**config.mk**
```make
export PLATFORM = sky130hd
export DESIGN_NAME = npf_pfc
export DESIGN_NICKNAME = d
export VERILOG_FILES = /design/src/include/npf_pkg.sv /design/src/core/npf_accum.sv /design/src/core/npf_holding.sv /design/src/core/npf_pfc.sv
export SDC_FILE = /design/constraint.sdc
export NUM_CORES = 1
export LEC_CHECK = 0
export BUFFER_PORTS_ARGS = -buffer_cell sky130_fd_sc_hd__buf_2
export CAP_MARGIN = 0
export CORE_ASPECT_RATIO = 0.5
export CORE_UTILIZATION = 35
export CTS_BUF_LIST = sky130_fd_sc_hd__clkbuf_8 sky130_fd_sc_hd__clkbuf_16
export CTS_CLUSTER_DIAMETER = 120
export DETAILED_ROUTE_END_ITERATION = 6
export HOLD_SLACK_MARGIN = 0.02
export SYNTH_ARGS = -nofsm -noshare
export SYNTH_HDL_FRONTEND = slang
export SYNTH_HIERARCHICAL = 1
export SYNTH_SLANG_ARGS = --single-unit
```
**constraint.sdc**
```tcl
create_clock -name i_clk -period 8.75 [get_ports i_clk]
set_clock_uncertainty 0.15 [all_clocks]
set_input_delay 1.3125 -clock i_clk [delete_from_list [all_inputs] [get_ports i_clk]]
set_output_delay 1.3125 -clock i_clk [all_outputs]
set_load 0.005 [all_outputs]
```
**src/include/npf_pkg.sv**
```systemverilog
// Shared constants for the phase and frequency control section of the oscillator.
package npf_pkg;

  localparam int unsigned NPF_CMD_W   = 16;
  localparam int unsigned NPF_ACC_W   = 32;
  localparam int unsigned NPF_PHASE_W = 16;
  localparam int unsigned NPF_KEY_W   = 2;

  // Holding register select codes.
  localparam logic [1:0] NPF_SEL_FREQ_LO = 2'h0;
  localparam logic [1:0] NPF_SEL_FREQ_HI = 2'h1;
  localparam logic [1:0] NPF_SEL_PHASE   = 2'h2;

  // Keying pair to top two phase bits: 0, 90, 270 and 180 degrees.
  localparam logic [1:0] NPF_KEY_0   = 2'h0;
  localparam logic [1:0] NPF_KEY_90  = 2'h1;
  localparam logic [1:0] NPF_KEY_180 = 2'h2;
  localparam logic [1:0] NPF_KEY_270 = 2'h3;

  // Reset values.
  localparam logic [31:0] NPF_ACC_RST    = 32'h0000_0000;
  localparam logic [15:0] NPF_WORD_RST   = 16'h0000;
  localparam logic        NPF_EN_N_RST   = 1'h1;
  localparam logic        NPF_PIN_N_RST  = 1'h1;

  // Position of the top bit of the argument, cleared in half-circle mode.
  localparam int unsigned NPF_ARG_MSB = 31;

  // Clock period in nanoseconds, for the host's tick increment arithmetic.
  localparam int unsigned NPF_CLK_PERIOD_NS = 40;

endpackage

```
**src/core/npf_accum.sv**
```systemverilog
// Modulo accumulator with feedback gate and registered overflow bit.
`timescale 1ns/1ps
module npf_accum
  import npf_pkg::*;
#(
  parameter int unsigned W = NPF_ACC_W
) (
  input  wire logic         i_clk,
  input  wire logic         i_rst_b,
  input  wire logic [W-1:0] i_inc,
  input  wire logic         i_feedback_en,
  output logic      [W-1:0] o_sum,
  output logic              o_carry
);

  logic [W-1:0] feedback;
  logic [W:0]   next_sum;

  assign feedback = i_feedback_en ? o_sum : '0;
  assign next_sum = {1'h0, feedback} + {1'h0, i_inc};

  always_ff @(posedge i_clk or negedge i_rst_b) begin
    if (!i_rst_b) begin
      o_sum   <= '0;
      o_carry <= 1'h0;
    end else begin
      o_sum   <= next_sum[W-1:0];
      o_carry <= next_sum[W];
    end
  end

endmodule // npf_accum

```
**src/core/npf_holding.sv**
```systemverilog
// Input holding registers written from the command bus.
`timescale 1ns/1ps
module npf_holding
  import npf_pkg::*;
#(
  parameter int unsigned W = NPF_CMD_W
) (
  input  wire logic           i_clk,
  input  wire logic           i_rst_b,
  input  wire logic [W-1:0]   i_command_bus,
  input  wire logic [1:0]     i_holding_reg_select,
  input  wire logic           i_cs_n,
  input  wire logic           i_wr_n,
  output logic      [2*W-1:0] o_freq_word,
  output logic      [W-1:0]   o_phase_word
);

  logic [W-1:0] freq_lo;
  logic [W-1:0] freq_hi;
  wire          write_act;
  wire          wr_lo;
  wire          wr_hi;
  wire          wr_ph;

  assign write_act = !i_cs_n && !i_wr_n;
  assign wr_lo = write_act && (i_holding_reg_select == NPF_SEL_FREQ_LO);
  assign wr_hi = write_act && (i_holding_reg_select == NPF_SEL_FREQ_HI);
  assign wr_ph = write_act && (i_holding_reg_select == NPF_SEL_PHASE);

  always_ff @(posedge i_clk or negedge i_rst_b) begin
    if (!i_rst_b) begin
      freq_lo      <= '0;
      freq_hi      <= '0;
      o_phase_word <= '0;
    end else begin
      if (wr_lo) begin
        freq_lo <= i_command_bus;
      end
      if (wr_hi) begin
        freq_hi <= i_command_bus;
      end
      if (wr_ph) begin
        o_phase_word <= i_command_bus;
      end
    end
  end

  assign o_freq_word = {freq_hi, freq_lo};

endmodule // npf_holding

```
**src/core/npf_pfc.sv**
```systemverilog
// Phase and frequency control section: holding registers, frequency registers, phase and time accumulators.
`timescale 1ns/1ps
module npf_pfc
  import npf_pkg::*;
#(
  parameter int unsigned CMD_W   = NPF_CMD_W,
  parameter int unsigned ACC_W   = NPF_ACC_W,
  parameter int unsigned PHASE_W = NPF_PHASE_W
) (
  input  wire logic               i_clk,
  input  wire logic               i_rst_b,
  input  wire logic [CMD_W-1:0]   i_command_bus,
  input  wire logic [1:0]         i_holding_reg_select,
  input  wire logic               i_cs_n,
  input  wire logic               i_wr_n,
  input  wire logic               i_center_freq_load_en_n,
  input  wire logic               i_offset_freq_load_en_n,
  input  wire logic               i_phase_load_en_n,
  input  wire logic               i_time_inc_load_en_n,
  input  wire logic               i_phase_source_select,
  input  wire logic [NPF_KEY_W-1:0] i_quad_keying_bits,
  input  wire logic               i_offset_disable_n,
  input  wire logic               i_accum_preset_n,
  input  wire logic               i_phase_range_select,
  input  wire logic               i_time_accum_clear_n,
  output logic      [ACC_W-1:0]   o_phase_arg,
  output logic                    o_phase_carry_out_n,
  output logic                    o_time_tick_n
);

  // Holding register contents.
  wire [2*CMD_W-1:0] freq_word;
  wire [CMD_W-1:0]   phase_word;

  // Registered load enables, all active low.
  logic center_freq_load_en_q_n;
  logic offset_freq_load_en_q_n;
  logic phase_load_en_q_n;

  // Frequency, phase and time increment registers.
  logic [ACC_W-1:0]   center_freq;
  logic [ACC_W-1:0]   offset_freq;
  logic [PHASE_W-1:0] phase_reg;
  logic [ACC_W-1:0]   time_inc;

  // Accumulator results.
  wire [ACC_W-1:0] phase_acc;
  wire             phase_ovf;
  wire [ACC_W-1:0] time_acc;
  wire             time_ovf;

  // Combinational terms.
  wire [ACC_W-1:0]   offset_term;
  wire [ACC_W-1:0]   phase_inc;
  wire [1:0]         key_top;
  wire [PHASE_W-1:0] keyed_phase;
  wire [PHASE_W-1:0] next_phase_reg;
  wire [PHASE_W-1:0] acc_top;
  wire [PHASE_W-1:0] arg_top;
  wire [ACC_W-1:0]   arg_full;
  wire [ACC_W-1:0]   next_phase_arg;
  wire               half_circle;

  npf_holding #(
    .W (CMD_W)
  ) u_holding (
    .i_clk                (i_clk),
    .i_rst_b              (i_rst_b),
    .i_command_bus        (i_command_bus),
    .i_holding_reg_select (i_holding_reg_select),
    .i_cs_n               (i_cs_n),
    .i_wr_n               (i_wr_n),
    .o_freq_word          (freq_word),
    .o_phase_word         (phase_word)
  );

  always_ff @(posedge i_clk or negedge i_rst_b) begin
    if (!i_rst_b) begin
      center_freq_load_en_q_n <= NPF_EN_N_RST;
      offset_freq_load_en_q_n <= NPF_EN_N_RST;
      phase_load_en_q_n       <= NPF_EN_N_RST;
    end else begin
      center_freq_load_en_q_n <= i_center_freq_load_en_n;
      offset_freq_load_en_q_n <= i_offset_freq_load_en_n;
      phase_load_en_q_n       <= i_phase_load_en_n;
    end
  end

  // The registers keep reloading while the registered enable stays low, so a host that changes the
  // holding word during a long enable sees the new word take effect one clock later.
  // Center reload.
  always_ff @(posedge i_clk or negedge i_rst_b) begin
    if (!i_rst_b) begin
      center_freq <= NPF_ACC_RST;
    end else if (!center_freq_load_en_q_n) begin
      center_freq <= freq_word[ACC_W-1:0];
    end
  end

  // Offset frequency loads the same way as the center frequency.
  always_ff @(posedge i_clk or negedge i_rst_b) begin
    if (!i_rst_b) begin
      offset_freq <= NPF_ACC_RST;
    end else if (!offset_freq_load_en_q_n) begin
      offset_freq <= freq_word[ACC_W-1:0];
    end
  end

  always_ff @(posedge i_clk or negedge i_rst_b) begin
    if (!i_rst_b) begin
      time_inc <= NPF_ACC_RST;
    end else if (!i_time_inc_load_en_n) begin
      time_inc <= freq_word[ACC_W-1:0];
    end
  end

  assign key_top = (i_quad_keying_bits == 2'h0) ? NPF_KEY_0   :
                   (i_quad_keying_bits == 2'h1) ? NPF_KEY_90  :
                   (i_quad_keying_bits == 2'h2) ? NPF_KEY_270 :
                                                  NPF_KEY_180;
  assign keyed_phase = {key_top, {(PHASE_W-NPF_KEY_W){1'h0}}};
  assign next_phase_reg = i_phase_source_select ? keyed_phase : phase_word;

  always_ff @(posedge i_clk or negedge i_rst_b) begin
    if (!i_rst_b) begin
      phase_reg <= NPF_WORD_RST;
    end else if (!phase_load_en_q_n) begin
      phase_reg <= next_phase_reg;
    end
  end

  assign offset_term = i_offset_disable_n ? offset_freq : '0;
  assign phase_inc = center_freq + offset_term;

  npf_accum #(
    .W (ACC_W)
  ) u_phase_acc (
    .i_clk         (i_clk),
    .i_rst_b       (i_rst_b),
    .i_inc         (phase_inc),
    .i_feedback_en (i_accum_preset_n),
    .o_sum         (phase_acc),
    .o_carry       (phase_ovf)
  );

  npf_accum #(
    .W (ACC_W)
  ) u_time_acc (
    .i_clk         (i_clk),
    .i_rst_b       (i_rst_b),
    .i_inc         (time_inc),
    .i_feedback_en (i_time_accum_clear_n),
    .o_sum         (time_acc),
    .o_carry       (time_ovf)
  );

  assign acc_top  = phase_acc[ACC_W-1 -: PHASE_W];
  assign arg_top  = acc_top + phase_reg;
  assign arg_full = {arg_top, phase_acc[ACC_W-PHASE_W-1:0]};

  assign half_circle = i_phase_range_select;
  assign next_phase_arg = half_circle ? {1'h0, arg_full[NPF_ARG_MSB-1:0]} : arg_full;

  // The argument is registered so that the sine stage sees a clean word; zero maps to 0 degrees and
  // counts advance counterclockwise, which the time accumulator contents do not affect.
  // Argument register.
  always_ff @(posedge i_clk or negedge i_rst_b) begin
    if (!i_rst_b) begin
      o_phase_arg <= NPF_ACC_RST;
    end else begin
      o_phase_arg <= next_phase_arg;
    end
  end

  always_ff @(posedge i_clk or negedge i_rst_b) begin
    if (!i_rst_b) begin
      o_phase_carry_out_n <= NPF_PIN_N_RST;
      o_time_tick_n       <= NPF_PIN_N_RST;
    end else begin
      o_phase_carry_out_n <= ~phase_ovf;
      o_time_tick_n       <= ~(time_ovf && i_time_accum_clear_n);
    end
  end

  // Time accumulator contents are only observable through the tick.
  wire unused_time_acc;
  assign unused_time_acc = ^time_acc;

endmodule // npf_pfc

```
# After elaboration in Yosys (flattened, before gate mapping)
# Cells that the tools add are included.
[totals] reg_bits=263 latchBits=0 mem_bits_rw=0 romBits=0 inputBits=33 out_inout_bits=34 elab_cells=44 memories=0
[op_classes] add_sub_neg=4 mul=0 div=0 order_cmp=0 eq_ne=4 shift=0 muxes=8 bitwise_logic=2 reduce_logical=9
[op_table] operator="$mux 32" count=4
[op_table] operator="$add 32x32->33" count=2
[op_table] operator="$add 32x32->32" count=1
[op_table] operator="$add 16x16->16" count=1
[op_table] operator="$mux 16" count=1
[op_table] operator="$logic_and 1x1->1" count=5
[op_table] operator="$eq 2x1->1 const B" count=2
[op_table] operator="$eq 2x2->1 const B" count=2
[op_table] operator="$logic_not 2->1" count=2
[op_table] operator="$mux 2" count=2
[op_table] operator="$logic_not 1->1" count=2
[op_table] operator="$not 1->1" count=2
[op_table] operator="$mux 1" count=1

# Logic depth before layout (Yosys ltp)
[depth] depth_word=5 depth_mapped=18 mapped_depth_nobuf=17

# Hierarchy
# Netlist, hierarchy kept.
[by_module_without_submodules] mod="npf_pfc" instances=1 cells_per_inst=714 area_per_inst_um2=7987.7
[by_module_without_submodules] mod="npf_accum" instances=2 cells_per_inst=311 area_per_inst_um2=2790.2
[by_module_without_submodules] mod="npf_holding" instances=1 cells_per_inst=102 area_per_inst_um2=1844.3

# Worst setup path after synthesis
# OpenSTA, ideal clock, no wires.
[synth_path] kind="input port to flip-flop" start="in i_offset_disable_n" end="reg u_phase_acc.o_sum[29]" setup_time_ps=80 t_arrival_ps=4772 t_required_ps=8520 setup_slack_ps=3748 stages=17 cell_sequence="and2_1 ha_1 fa_1 a21o_1 a221oi_1 nor2_1 a211o_1 a31oi_1 xnor2_1 ha_1 a21oi_1 and2b_1 nor2_1 and4bb_1 o21ai_2 a311oi_2 xnor2_1"
[synth_between] elab_chain_cells=3
[synth_lines] element="start: declaration" line_no="npf_pfc.sv:22" rtl="input wire logic i_offset_disable_n,"
[synth_lines] element="$mux 32" line_no="npf_pfc.sv:132" rtl="assign offset_term = i_offset_disable_n ? offset_freq : '0;"
[synth_lines] element="$add 32x32->32" line_no="npf_pfc.sv:133" rtl="assign phase_inc = center_freq + offset_term;"
[synth_lines] element="via phase_inc[18]" line_no="npf_pfc.sv:54" rtl="wire [ACC_W-1:0] phase_inc;"
[synth_lines] element="$add 32x32->33" line_no="npf_accum.sv:20" rtl="assign next_sum = {1'h0, feedback} + {1'h0, i_inc};"
[synth_lines] element="via u_phase_acc.next_sum[29]" line_no="npf_accum.sv:17" rtl="logic [W:0] next_sum;"
[synth_lines] element="end signal: assignment" line_no="npf_accum.sv:27" rtl="o_sum <= next_sum[W-1:0];"
[synth_lines] element="end: declaration" line_no="npf_accum.sv:12" rtl="output logic [W-1:0] o_sum,"
# The timed path passes the listed nets, and every way through them passes these cells.
# A chain may end at the register's enable or synchronous reset.

# Final worst setup path
[layout_path] start="in i_offset_disable_n" end="reg u_phase_acc.o_sum[31]"
# The elaborated chain is that of the path after synthesis.

==> metrics.md <==
| Metric | Value |
|---|---|
| Vias in the first global route | `10.4k` |
| Post-Synth Simple-Gate Area | `0.141` |
| Synth Flop Type | `dfrtp_1` |
| Gate power share | `0.476` |
| Yosys cell types | `86` |
| CP arrival | `5.88 ns` |
| Final net count | `1647` |
| Critical path launch point type | `input pin` |
| Post-DP HPWL | `26.3 mm` |
| Final GP Congestion | `0.926` |
| Minimum clock period | `5.56 ns` |
| Synth Area in Compound Gates | `0.153` |
| Clk Latency, worst-skew pair | `0.56 ns` |
| Worst hold stages | `0` |
| Util after Layout | `0.403` |
| Total internal power | `3.49 mW` |
| Core Area | `42700 um2` |
| Register bit total from synthesis | `263` |
| Sequential area share after synthesis | `0.427` |
| Root Driver | `clkbuf_16` |
| Resized Gates After CTS | `0` |
| First-pass GRT wire length | `57.2 mm` |
| Setup violators final | `0` |
| Drt drc | `0` |
| NetSw | `2.33 mW` |
| RSZ-0062 raised after global routing | `no` |
| Status | `finished clean` |
| EDFF count, synth | `0` |
| Post-CTS Setup Inserts | `0` |
| Post-synthesis mux area share | `0.108` |
| Layout cell share with drive strength beyond 1 | `0.169` |
| # hold bufs at CTS | `0` |
| Die Span X | `299 um` |
| Initial Util | `0.361` |
| Tcrit/Tclk final | `0.635` |
| Adder-Cell Fraction of Synth Area | `0.0961` |
| Power Dens Cells | `339 nW/um2` |
| Ys Warns | `6` |
| First-pass DRT Iterations | `5` |
| Vias | `10.8k` |
| GRT overflow | `0` |
| Clk pwr share | `0.199` |
| Routed length per instance | `16.8 um` |
| Reg clk slew, reported paths | `0.06 ns` |
| Maximum vdd drop | `161 uV` |
| Initial DRC count | `697` |
| Diodes inserted | `0` |
| Main combinational cell family by area after synthesis | `compound AO/OA/AOI/OAI gates` |
| Total CTS buffers | `27` |
| Antenna-violating nets left | `0` |
| IO Port Bufs | `66` |
| Ys async rst share | `1.00` |
| Cells after Synth | `1438` |
| Placed cell area | `16300 um2` |
| # rows | `53` |
| Data required time at the worst endpoint | `9.07 ns` |
| Fin Setup TNS | `0 ns` |
| CTS H-tree lvls | `1` |
| Largest net degree at the start of global routing | `138` |
| Final WL | `35.3 mm` |
| Classification of the worst setup path | `input pin to flop` |
| # fillers | `4161` |
| Initial antenna violation count | `0` |
| Average size of a mapped cell | `10.7 um2` |
| Max Clock Freq | `180 MHz` |
| Crit path capture type | `flop` |
| Worst-Margin Slew | `1.20 ns` |
| Deepest clock path buffer count | `3` |
| Type of the most critical hold path | `flop to flop` |
| Die area | `44900 um2` |
| LEAKAGE | `7.75 nW` |
| CTS tree | `built` |
| CP max FO | `32` |
| Sw Share | `0.401` |
| XOR/XNOR Fraction of Synth Area | `0.0523` |
| I/O pin count | `67` |
| Mapped Area | `15400 um2` |
| Die height | `150 um` |
| Final Max Tran Viols | `0` |
| DR vias/cell | `5.14` |
| CTS Sinks | `263` |
| GRT Total Usage | `0.158` |
| Mapped Nets | `1587` |
| Register-to-Register Path Depth | `16` |
| Seq pwr share | `0.325` |
| Max cap viols | `0` |
| Layout area overhead | `11.5%` |
| Final Hold Fails | `0` |
| Power Total | `5.82 mW` |
| Relative slew slack | `0.196` |
| Design area | `17200 um2` |
-- Yosys cell counts (all sizes together) (23+ instances only) --
| cell | n | area, um2 |
|---|---|---|
| and2 | 100 | 627 |
| a21o | 34 | 258 |
| nand2b | 23 | 146 |
| nand3 | 24 | 120 |
| a21oi | 104 | 566 |
| mux2 | 144 | 1620 |
| ha | 112 | 1400 |
| nor2 | 78 | 293 |
| dfrtp | 258 | 6460 |
| inv | 31 | 116 |
| xnor2 | 58 | 508 |
| o21ai | 76 | 395 |
| xor2 | 34 | 298 |
| nand2 | 88 | 335 |
-- worst max-delay path, cell delays in order --
cell and delay [ns]:
buf_2 0.24, and2_1 0.23, ha_1 0.22, fa_1 0.41
a21o_1 0.22, a221oi_1 0.40, nor2_1 0.22, a211o_1 0.35
a31oi_1 0.21, xnor2_1 0.19, ha_1 0.32, a21oi_1 0.19
o21ai_0 0.18, a311oi_1 0.59, o32a_1 0.26, a21boi_1 0.21
xnor2_1 0.14
-- area by class of cell --
class	count	area (um2)	area share
Sequential cell	263	6590	0.383
Multi-Input combinational cell	1105	8490	0.494
Timing Repair Buffer	70	383	0.0223
Tap cell	577	722	0.0420
Inverter	31	116	0.00677
Clock buffer	32	744	0.0433
Clock inverter	17	143	0.00830
-- worst paths after layout --
| kind | from | end | slack (ns) |
|---|---|---|---|
| worst min-delay path | u_phase_acc/o_sum[7]$_DFF_PN0_ | o_phase_arg[7]$_DFF_PN0_ | 0.22 |
| min in group asynchronous | i_rst_b | u_time_acc/o_sum[2]$_DFF_PN0_ | 0.68 |
| worst max register to register | offset_freq[0]$_DFFE_PN0N_ | u_phase_acc/o_sum[31]$_DFF_PN0_ | 3.91 |
| worst max-delay path | i_offset_disable_n | u_phase_acc/o_sum[31]$_DFF_PN0_ | 3.19 |
| worst min register to register | u_phase_acc/o_sum[7]$_DFF_PN0_ | o_phase_arg[7]$_DFF_PN0_ | 0.22 |
| max in group asynchronous | i_rst_b | u_phase_acc/o_sum[24]$_DFF_PN0_ | 6.51 |
-- power by group through the flow --
stage                     combinational, mW  sequential (mW)  clock (mW)
after floorplan                        2.15             1.81           0
after global placement                 2.73             1.90           0
after detailed placement               2.73             1.91           0
after CTS                              2.76             1.90        1.19
after global routing                   3.07             1.94        1.24
final                                  2.77             1.89        1.16
-- through the flow --
step | setup slack, ns | hold slack, ns | cells
after global placement | 2.87 | 0.200 | 2046
after detailed placement | 2.81 | 0.204 | 2046
after global routing | 3.13 | 0.226 | 2095
after CTS | 3.36 | 0.218 | 2095
final | 3.19 | 0.218 | 2095
after floorplan | 3.75 | 0.187 | 1438
-- cell families (layout without fill, tap and decap cells) --
kind of cell	after synthesis	in the layout
buf+inv	70	150
xor+xnor	92	92
compound gates	347	347
fa+ha+maj	116	116
simple gates	401	401
flops	263	263
mux	149	149
-- cells in the final DEF (no fill, tap or decap), types with 34 or more instances in the layout --
cell	instances
mux2_1	57
ha_1	112
buf_2	65
nor2_1	78
xnor2_1	58
a21oi_1	96
and2_1	99
dfrtp_1	258
xor2_1	34
o21ai_0	60
nand2_1	86
mux2_2	87
-- per-layer routing --
metal  up-vias  wire, um  track usage
met1      5161     18600        0.241
li1       5368         -            -
met4         0       674       0.0342
met2       192     14600        0.234
met5         -         0            0
met3        43      1410       0.0241
Note: power is estimated with default switching activity, not from simulation.
